`config.mk`:
```
export PLATFORM = sky130hd
export DESIGN_NAME = cpt_top
export DESIGN_NICKNAME = d
export VERILOG_FILES = /design/src/rtl/cpt_pkg.sv /design/src/rtl/cpt_regs_if.sv /design/src/rtl/cpt_clk_sel.sv /design/src/rtl/cpt_axil_slave.sv /design/src/rtl/cpt_top.sv
export SDC_FILE = /design/constraint.sdc
export NUM_CORES = 1
export LEC_CHECK = 0
export BUFFER_PORTS_ARGS = -buffer_cell sky130_fd_sc_hd__buf_2
export CAP_MARGIN = 10
export CORE_MARGIN = 8
export CORE_UTILIZATION = 60
export CTS_BUF_LIST = sky130_fd_sc_hd__clkbuf_4 sky130_fd_sc_hd__clkbuf_8
export DETAILED_ROUTE_END_ITERATION = 6
export PLACE_DENSITY = 0.81
export SYNTH_ARGS = -nofsm -noshare
export SYNTH_HDL_FRONTEND = slang
export SYNTH_HIERARCHICAL = 1
export SYNTH_SLANG_ARGS = --single-unit
```
`constraint.sdc`:
```
create_clock -name CORE_CLK -period 5.9 [get_ports CORE_CLK]
set_clock_uncertainty 0.15 [all_clocks]
set_input_delay 0.295 -clock CORE_CLK [delete_from_list [all_inputs] [get_ports CORE_CLK]]
set_output_delay 0.295 -clock CORE_CLK [all_outputs]
set_load 0.02 [all_outputs]
```
`src/rtl/cpt_pkg.sv`:
```
package cpt_pkg;

    ////////////////////////////////////////////////////////////////////////////////
    // Register map
    localparam int              ADDR_W        = 5;
    localparam logic [4:0]      OFF_CTRL      = 5'h00;
    localparam logic [4:0]      OFF_DUTY      = 5'h04;
    localparam logic [4:0]      OFF_PERIOD    = 5'h08;
    localparam logic [4:0]      OFF_STATUS    = 5'h0C;

    ////////////////////////////////////////////////////////////////////////////////
    // Field positions
    localparam int              CTRL_MODE_LSB = 0;
    localparam int              CTRL_RUN_BIT  = 3;
    localparam int              CTRL_CLK_LSB  = 4;
    localparam int              CTRL_INIT_BIT = 7;
    localparam int              STAT_FLOP_BIT = 16;

    ////////////////////////////////////////////////////////////////////////////////
    // Field codes
    localparam logic [1:0]      MODE_CODE_PWM  = 2'h0;
    localparam logic [1:0]      MODE_CODE_PPG  = 2'h1;
    localparam logic [1:0]      MODE_CODE_WARM = 2'h2;
    localparam logic [2:0]      CLK_DIV_SLOW   = 3'h0;
    localparam logic [2:0]      CLK_DIV_MID    = 3'h1;
    localparam logic [2:0]      CLK_DIV_FAST   = 3'h2;
    localparam logic [2:0]      CLK_DIV_FASTER = 3'h3;
    localparam logic [2:0]      CLK_SUB        = 3'h4;
    localparam logic [2:0]      CLK_HALF       = 3'h5;
    localparam logic [2:0]      CLK_FULL       = 3'h6;
    localparam logic [2:0]      CLK_EXT        = 3'h7;

    ////////////////////////////////////////////////////////////////////////////////
    // Prescaler exponents (tick every 2**n core cycles)
    localparam int              PRE_W          = 11;
    localparam int              EXP_SLOW       = 11;
    localparam int              EXP_MID        = 7;
    localparam int              EXP_FAST       = 5;
    localparam int              EXP_FASTER     = 3;
    localparam int              EXP_HALF       = 1;

    ////////////////////////////////////////////////////////////////////////////////
    // Reset values and limits
    localparam logic [15:0]     DUTY_RST       = 16'h0000;
    localparam logic [15:0]     PERIOD_RST     = 16'hFFFF;
    localparam logic [15:0]     CNT_MAX        = 16'hFFFF;
    localparam logic [2:0]      CLK_SEL_RST    = 3'h0;
    localparam logic [1:0]      RESP_OKAY      = 2'h0;
    localparam logic [1:0]      RESP_SLVERR    = 2'h2;

    typedef enum logic [1:0] {MODE_PWM, MODE_PPG, MODE_WARM} cpt_mode_t;
    typedef enum logic {RUN_IDLE, RUN_COUNT} cpt_run_t;

endpackage

```
`src/rtl/cpt_regs_if.sv`:
```
`timescale 1ns/100ps
interface cpt_regs_if;
    logic                          wr_en;
    logic [cpt_pkg::ADDR_W-1:0]    wr_addr;
    logic [31:0]                   wr_data;
    logic [3:0]                    wr_strb;
    logic                          wr_err;
    logic [cpt_pkg::ADDR_W-1:0]    rd_addr;
    logic [31:0]                   rd_data;
    logic                          rd_err;

    modport bus
    (
        output wr_en, wr_addr, wr_data, wr_strb, rd_addr,
        input  wr_err, rd_data, rd_err
    );
    modport core
    (
        input  wr_en, wr_addr, wr_data, wr_strb, rd_addr,
        output wr_err, rd_data, rd_err
    );
endinterface

```
`src/rtl/cpt_clk_sel.sv`:
```
`timescale 1ns/100ps
module cpt_clk_sel #(
    parameter int FS_EXP = 9
)(
    input  wire logic       clk,
    input  wire logic       rst,
    input  wire logic [2:0] sel,
    input  wire logic       ext_pin,
    output logic            tick
);

    typedef struct packed {
        logic [cpt_pkg::PRE_W-1:0] pre;
        logic                      ext_meta;
        logic                      ext_sync;
        logic                      ext_prev;
        logic                      tick;
    } cpt_sel_st_t;

    cpt_sel_st_t q;
    cpt_sel_st_t d;

    ////////////////////////////////////////////////////////////////////////////////
    always_comb
    begin
        d          = q;
        d.pre      = q.pre + 1'b1;
        d.ext_meta = ext_pin;
        d.ext_sync = q.ext_meta;
        d.ext_prev = q.ext_sync;
        case (sel)
            cpt_pkg::CLK_DIV_SLOW:   d.tick = &q.pre[cpt_pkg::EXP_SLOW-1:0];
            cpt_pkg::CLK_DIV_MID:    d.tick = &q.pre[cpt_pkg::EXP_MID-1:0];
            cpt_pkg::CLK_DIV_FAST:   d.tick = &q.pre[cpt_pkg::EXP_FAST-1:0];
            cpt_pkg::CLK_DIV_FASTER: d.tick = &q.pre[cpt_pkg::EXP_FASTER-1:0];
            cpt_pkg::CLK_SUB:        d.tick = &q.pre[FS_EXP-1:0];
            cpt_pkg::CLK_HALF:       d.tick = &q.pre[cpt_pkg::EXP_HALF-1:0];
            cpt_pkg::CLK_FULL:       d.tick = 1'b1;
            default:                 d.tick = q.ext_prev & ~q.ext_sync; // Falling edge
        endcase
    end

    always_ff @(posedge clk)
    begin
        if (rst)
            q <= '0;
        else
            q <= d;
    end

    assign tick = q.tick;

endmodule

```
`src/rtl/cpt_axil_slave.sv`:
```
`timescale 1ns/100ps
module cpt_axil_slave (
    input  wire logic                       clk,
    input  wire logic                       rst,
    input  wire logic [cpt_pkg::ADDR_W-1:0] awaddr,
    input  wire logic                       awvalid,
    output logic                            awready,
    input  wire logic [31:0]                wdata,
    input  wire logic [3:0]                 wstrb,
    input  wire logic                       wvalid,
    output logic                            wready,
    output logic [1:0]                      bresp,
    output logic                            bvalid,
    input  wire logic                       bready,
    input  wire logic [cpt_pkg::ADDR_W-1:0] araddr,
    input  wire logic                       arvalid,
    output logic                            arready,
    output logic [31:0]                     rdata,
    output logic [1:0]                      rresp,
    output logic                            rvalid,
    input  wire logic                       rready,
    cpt_regs_if.bus                         regs
);

    typedef struct packed {
        logic [cpt_pkg::ADDR_W-1:0] addr;
        logic                       aw_have;
        logic [31:0]                data;
        logic [3:0]                 strb;
        logic                       w_have;
        logic                       awready;
        logic                       wready;
        logic                       bvalid;
        logic [1:0]                 bresp;
        logic                       arready;
        logic                       rvalid;
        logic [31:0]                rdata;
        logic [1:0]                 rresp;
    } cpt_axi_st_t;

    cpt_axi_st_t q;
    cpt_axi_st_t d;

    ////////////////////////////////////////////////////////////////////////////////
    always_comb
    begin
        d            = q;
        regs.wr_addr = q.addr;
        regs.wr_data = q.data;
        regs.wr_strb = q.strb;
        regs.wr_en   = q.aw_have && q.w_have && !q.bvalid;
        regs.rd_addr = araddr;
        if (awvalid && q.awready)
        begin
            d.addr    = awaddr;
            d.aw_have = 1'b1;
        end
        if (wvalid && q.wready)
        begin
            d.data   = wdata;
            d.strb   = wstrb;
            d.w_have = 1'b1;
        end
        if (regs.wr_en)
        begin
            d.aw_have = 1'b0;
            d.w_have  = 1'b0;
            d.bvalid  = 1'b1;
            d.bresp   = regs.wr_err ? cpt_pkg::RESP_SLVERR : cpt_pkg::RESP_OKAY;
        end
        else if (q.bvalid && bready)
            d.bvalid = 1'b0;
        if (arvalid && q.arready)
        begin
            d.rvalid = 1'b1;
            d.rdata  = regs.rd_data;
            d.rresp  = regs.rd_err ? cpt_pkg::RESP_SLVERR : cpt_pkg::RESP_OKAY;
        end
        else if (q.rvalid && rready)
            d.rvalid = 1'b0;
        d.awready = !d.aw_have && !d.bvalid;
        d.wready  = !d.w_have && !d.bvalid;
        d.arready = !d.rvalid;
    end

    always_ff @(posedge clk)
    begin
        if (rst)
            q <= '0;
        else
            q <= d;
    end

    assign awready = q.awready;
    assign wready  = q.wready;
    assign bvalid  = q.bvalid;
    assign bresp   = q.bresp;
    assign arready = q.arready;
    assign rvalid  = q.rvalid;
    assign rdata   = q.rdata;
    assign rresp   = q.rresp;

endmodule

```
`src/rtl/cpt_top.sv`:
```
// Register access over AXI4-Lite and the register offsets were left to the implementer.
`timescale 1ns/100ps
module cpt_top #(
    parameter int FS_EXP = 9
)(
    input  wire logic                       CORE_CLK,
    input  wire logic                       SYS_RST,
    input  wire logic [cpt_pkg::ADDR_W-1:0] S_AXI_AWADDR,
    input  wire logic                       S_AXI_AWVALID,
    output logic                            S_AXI_AWREADY,
    input  wire logic [31:0]                S_AXI_WDATA,
    input  wire logic [3:0]                 S_AXI_WSTRB,
    input  wire logic                       S_AXI_WVALID,
    output logic                            S_AXI_WREADY,
    output logic [1:0]                      S_AXI_BRESP,
    output logic                            S_AXI_BVALID,
    input  wire logic                       S_AXI_BREADY,
    input  wire logic [cpt_pkg::ADDR_W-1:0] S_AXI_ARADDR,
    input  wire logic                       S_AXI_ARVALID,
    output logic                            S_AXI_ARREADY,
    output logic [31:0]                     S_AXI_RDATA,
    output logic [1:0]                      S_AXI_RRESP,
    output logic                            S_AXI_RVALID,
    input  wire logic                       S_AXI_RREADY,
    input  wire logic                       EXT_COUNT_PIN,
    output logic                            PWM_OUT_PIN,
    output logic                            PULSE_GEN_OUT_PIN,
    output logic                            CASCADE_MATCH_IRQ
);

    typedef struct packed {
        cpt_pkg::cpt_mode_t mode;
        cpt_pkg::cpt_run_t  run;
        logic [2:0]         clk_sel;
        logic               init_level;
        logic [15:0]        cnt;
        logic [15:0]        duty_buf;
        logic [15:0]        duty_act;
        logic [7:0]         duty_lo_stage;
        logic [15:0]        period;
        logic [7:0]         period_lo_stage;
        logic               flop;
        logic               pwm_pin;
        logic               ppg_pin;
        logic               irq;
    } cpt_core_st_t;

    localparam cpt_core_st_t RST_STATE = '{
        mode:            cpt_pkg::MODE_PWM,
        run:             cpt_pkg::RUN_IDLE,
        clk_sel:         cpt_pkg::CLK_SEL_RST,
        init_level:      1'b0,
        cnt:             16'h0000,
        duty_buf:        cpt_pkg::DUTY_RST,
        duty_act:        cpt_pkg::DUTY_RST,
        duty_lo_stage:   8'h00,
        period:          cpt_pkg::PERIOD_RST,
        period_lo_stage: 8'h00,
        flop:            1'b0,
        pwm_pin:         1'b1,
        ppg_pin:         1'b1,
        irq:             1'b0
    };

    cpt_core_st_t q;
    cpt_core_st_t d;
    logic         tick;
    cpt_regs_if   regs ();

    ////////////////////////////////////////////////////////////////////////////////
    // Bus slave and count source

    cpt_axil_slave u_axil (
        .clk     (CORE_CLK),
        .rst     (SYS_RST),
        .awaddr  (S_AXI_AWADDR),
        .awvalid (S_AXI_AWVALID),
        .awready (S_AXI_AWREADY),
        .wdata   (S_AXI_WDATA),
        .wstrb   (S_AXI_WSTRB),
        .wvalid  (S_AXI_WVALID),
        .wready  (S_AXI_WREADY),
        .bresp   (S_AXI_BRESP),
        .bvalid  (S_AXI_BVALID),
        .bready  (S_AXI_BREADY),
        .araddr  (S_AXI_ARADDR),
        .arvalid (S_AXI_ARVALID),
        .arready (S_AXI_ARREADY),
        .rdata   (S_AXI_RDATA),
        .rresp   (S_AXI_RRESP),
        .rvalid  (S_AXI_RVALID),
        .rready  (S_AXI_RREADY),
        .regs    (regs.bus)
    );

    cpt_clk_sel #(
        .FS_EXP (FS_EXP)
    ) u_clk_sel (
        .clk     (CORE_CLK),
        .rst     (SYS_RST),
        .sel     (q.clk_sel),
        .ext_pin (EXT_COUNT_PIN),
        .tick    (tick)
    );

    ////////////////////////////////////////////////////////////////////////////////
    // Core logic

    always_comb
    begin
        logic [15:0] cnt_inc;
        logic [15:0] wr_val;
        logic        wr_commit;
        logic        new_run;
        cnt_inc      = q.cnt + 16'h0001;
        wr_val       = 16'h0000;
        wr_commit    = 1'b0;
        new_run      = 1'b0;
        d            = q;
        d.irq        = 1'b0;

        // Read decode
        regs.rd_err  = 1'b0;
        regs.rd_data = 32'h0000_0000;
        if (regs.rd_addr == cpt_pkg::OFF_CTRL)
        begin
            regs.rd_data[cpt_pkg::CTRL_MODE_LSB +: 2] = (q.mode == cpt_pkg::MODE_PPG)  ? cpt_pkg::MODE_CODE_PPG :
                                                        (q.mode == cpt_pkg::MODE_WARM) ? cpt_pkg::MODE_CODE_WARM :
                                                                                         cpt_pkg::MODE_CODE_PWM;
            regs.rd_data[cpt_pkg::CTRL_RUN_BIT]      = (q.run == cpt_pkg::RUN_COUNT);
            regs.rd_data[cpt_pkg::CTRL_CLK_LSB +: 3] = q.clk_sel;
            regs.rd_data[cpt_pkg::CTRL_INIT_BIT]     = q.init_level;
        end
        else if (regs.rd_addr == cpt_pkg::OFF_DUTY)
            regs.rd_data[15:0] = q.duty_act;
        else if (regs.rd_addr == cpt_pkg::OFF_PERIOD)
            regs.rd_data[15:0] = q.period;
        else if (regs.rd_addr == cpt_pkg::OFF_STATUS)
        begin
            regs.rd_data[15:0]                   = q.cnt;
            regs.rd_data[cpt_pkg::STAT_FLOP_BIT] = q.flop;
        end
        else
            regs.rd_err = 1'b1;

        // Write address check
        if (regs.wr_addr == cpt_pkg::OFF_CTRL)
            regs.wr_err = 1'b0;
        else if (regs.wr_addr == cpt_pkg::OFF_DUTY)
            regs.wr_err = 1'b0;
        else if (regs.wr_addr == cpt_pkg::OFF_PERIOD)
            regs.wr_err = 1'b0;
        else if (regs.wr_addr == cpt_pkg::OFF_STATUS)
            regs.wr_err = 1'b0;
        else
            regs.wr_err = 1'b1;

        // Counting
        if (q.run == cpt_pkg::RUN_COUNT && tick)
        begin
            case (q.mode)
                cpt_pkg::MODE_PWM:
                begin
                    if (q.cnt == q.duty_act)
                        d.flop = ~d.flop;
                    if (q.cnt == cpt_pkg::CNT_MAX)
                    begin
                        d.flop     = ~d.flop;
                        d.cnt      = 16'h0000;
                        d.irq      = 1'b1;
                        d.duty_act = q.duty_buf;
                    end
                    else
                        d.cnt = cnt_inc;
                end
                cpt_pkg::MODE_PPG:
                begin
                    if (q.cnt == q.duty_act)
                        d.flop = ~d.flop;
                    if (q.cnt == q.period)
                    begin
                        d.flop = ~d.flop;
                        d.cnt  = 16'h0000;
                        d.irq  = 1'b1;
                    end
                    else
                        d.cnt = cnt_inc;
                end
                default:
                begin
                    if (q.cnt == {q.period[15:8], 8'h00})
                    begin
                        d.cnt = 16'h0000;
                        d.irq = 1'b1;
                    end
                    else
                        d.cnt = cnt_inc;
                end
            endcase
        end

        // Register writes
        if (regs.wr_en && !regs.wr_err)
        begin
            if (regs.wr_addr == cpt_pkg::OFF_CTRL)
            begin
                if (regs.wr_strb[0])
                begin
                    new_run      = regs.wr_data[cpt_pkg::CTRL_RUN_BIT];
                    d.clk_sel    = regs.wr_data[cpt_pkg::CTRL_CLK_LSB +: 3];
                    d.init_level = regs.wr_data[cpt_pkg::CTRL_INIT_BIT];
                    case (regs.wr_data[cpt_pkg::CTRL_MODE_LSB +: 2])
                        cpt_pkg::MODE_CODE_PPG:  d.mode = cpt_pkg::MODE_PPG;
                        cpt_pkg::MODE_CODE_WARM: d.mode = cpt_pkg::MODE_WARM;
                        default:                 d.mode = cpt_pkg::MODE_PWM;
                    endcase
                    if (q.run == cpt_pkg::RUN_IDLE)
                    begin
                        d.flop = regs.wr_data[cpt_pkg::CTRL_INIT_BIT];
                        if (new_run)
                        begin
                            d.run = cpt_pkg::RUN_COUNT;
                            d.cnt = 16'h0000;
                        end
                    end
                    else if (!new_run)
                        d.run = cpt_pkg::RUN_IDLE;
                end
            end
            else if (regs.wr_addr == cpt_pkg::OFF_DUTY)
            begin
                if (regs.wr_strb[0])
                    d.duty_lo_stage = regs.wr_data[7:0];
                if (regs.wr_strb[1])
                begin
                    wr_commit = 1'b1;
                    wr_val    = {regs.wr_data[15:8], d.duty_lo_stage};
                end
                if (wr_commit)
                begin
                    d.duty_buf = wr_val;
                    if (q.run == cpt_pkg::RUN_IDLE || q.mode != cpt_pkg::MODE_PWM)
                        d.duty_act = wr_val;
                end
            end
            else if (regs.wr_addr == cpt_pkg::OFF_PERIOD)
            begin
                if (regs.wr_strb[0])
                    d.period_lo_stage = regs.wr_data[7:0];
                if (regs.wr_strb[1])
                    d.period = {regs.wr_data[15:8], d.period_lo_stage};
            end
        end

        d.pwm_pin = ~d.flop;
        d.ppg_pin = ~d.flop;
    end

    ////////////////////////////////////////////////////////////////////////////////
    // State register

    always_ff @(posedge CORE_CLK)
    begin
        if (SYS_RST)
            q <= RST_STATE;
        else
            q <= d;
    end

    // Registered outputs
    assign PWM_OUT_PIN       = q.pwm_pin;
    assign PULSE_GEN_OUT_PIN = q.ppg_pin;
    assign CASCADE_MATCH_IRQ = q.irq;

endmodule

```
==> impl_metrics.ini <==
[logic_synthesis]
syn_area_per_cell_um2 = 8.47
yosys_warnings = 6
synth_area_um2 = 8000
syn-instance-count = 945

[floorplanning]
fp.coreArea_um2 = 13100
num_io_pins = 98
initial_utilization = 0.609
die_w_um = 131
die_area_um2 = 17300
die_y_um = 131
rows = 42

[sta]
worst_pin_slew_ns = 1.07
fin_crit_sh = 0.596
max_freq_mhz = 284
drv_slew = 0
totalNegativeSetupSlack_ns = 0
fin_crit_ns = 3.52
hold_viol_final = 0
finalSetupViolCount = 0
rsz0062_at_grt = no
relSlewSlack = 0.283

[global_route]
groute.usage.overall = 0.204
busiest_layer = met2
gr-usage-met3 = 0.0495
grt_overflow = 0
antenna_found_initial = 0
gr-usage-met1 = 0.253
grt_pass1_vias = 5982
grt_pass1_wl_mm = 29.5
grt_use_met2 = 0.328
grt_max_degree = 72

[clock_network]
clk_pin_slew_ns = 0.09
clock_sinks = 169
cts_buffer_depth = 2
ctsResizeCount = 0
ctsHtreeMaxLevel = 4
cts-root-buf = clkbuf_8
cts_tree = yes
numCtsBuffers = 17
postCtsSetupBuffers = 0
clock_latency_ns = 0.46

[run_status]
status = finished, final reports clean

[route]
drt-total-wl_mm = 17.5
drc_errors = 0
via_per_inst = 5.47
via_count = 6265
wire_per_inst_um = 15.3
drtIter0Drc = 527
first_pass_iters = 5
ant_nets = 0

[worst_setup_path]
crit_type = reg2reg
crit_buf_inv = 2
crit_arrival_ns = 3.72
slowest_delay_ns = 0.60
critPathSlowestCell = nor3b_4
crit_fanout = 33
crit_path_end_kind = register
cp.required_ns = 6.10
crit_chain = nand3b_1, inv_1, or4b_4, nor3b_4, and2_1, buf_4, nand2_1, a311oi_1
start_kind = register
cp_top_family = simple AND/OR/NAND/NOR gates

[job]
cap_violations = 0

[power_and_ir_drop]
power_leakage_uw = 0.00335
power_density_nw_per_um2 = 259
ir_worst_vdd_mv = 0.210

[final_layout]
fin_util = 0.656
diodes = 0
area_delta_synth_final_pct = 7.74
final_layout_size_suffix_gt1_frac = 0.146
finalNetCount = 1016
final_common_cell = nand2_1
layout_common_cells = nand2_1 (194), dfxtp_1 (169), nor2_1 (80), buf_2 (76), a21oi_1 (73)

[place]
place_hpwl_mm = 11.8
portBuffers = 77
globalplace.congestion = 0.927

[worst_hold_path]
min_path_type = in2reg
==> repair_timing <==
| item | 4_1_cts | 5_1_grt |
|---|---|---|
| endpoints found under the setup margin | 0 | 0 |
| endpoints found under the hold margin | 27 | 0 |
| hold buffers | 30 | 0 |
==> metal layers <==
layer  part of all wire  routed length [um]  vias to the layer above
li1                   -                   -                     3144
met4              0.028                 485                        0
met3              0.053                 936                       36
met5                  0                   0                        -
met1               0.45                7930                     2888
met2               0.47                8190                      197
==> area by class of cell <==
class                           count  area (um2)
Clock inverter                     11         168
Sequential cell                   169        3380
Inverter                           12        45.0
Multi-Input combinational cell    646        3810
Fill cell                        1094        4520
Clock buffer                       21         289
Timing Repair Buffer              110         711
Tap cell                          176         220
==> sequential cells by signal (all words and copies together), names as in the netlist, 2 cells and up <==
signal / flops
u_axil/regs.wr_addr: 5
u_axil/rdata: 32
q: 88
u_clk_sel/q: 12
u_clk_sel/d: 2
u_axil/regs.wr_strb: 2
u_axil/regs.wr_data: 16
u_axil/q: 2
==> through the flow <==
step           total power (uW)  hold slack (ns)  std cells  setup slack (ns)  instance area [um2]
2_1_floorplan              1320            0.217        960              3.24                 8060
3_3_place_gp               1330            0.271       1083              2.58                 7870
3_5_place_dp               1330            0.287       1083              2.47                 7870
4_1_cts                    2250           0.0121       1145              2.40                 8620
5_1_grt                    2320           0.0321       1145              2.12                 8620
6_report                   2240           0.0318       1145              2.38                 8620
==> power breakdown <==
part	total, uW	switching (uW)	internal [uW]
clock network	918	413	505
registers	1180	21.6	1160
logic	137	80.9	56.4
==> worst paths after layout <==
| kind | startpoint | endpoint | slack, ns | cells after the start |
|---|---|---|---|---|
| setup / recovery | u_axil/bvalid | q[45] | 2.38 | 8 |
| hold / removal | S_AXI_BREADY | u_axil/bvalid | 0.03 | 3 |
| setup reg to reg | u_axil/bvalid | q[45] | 2.38 | 8 |
| hold reg to reg | u_clk_sel/d[1] | u_clk_sel/q[1] | 0.29 | 2 |
==> worst min-delay path, cell delays in order <==
cell and delay [ns]:
buf_2 0.08, nor2b_1 0.05, o21ba_2 0.19
Note: power is estimated with default switching activity, not from simulation.
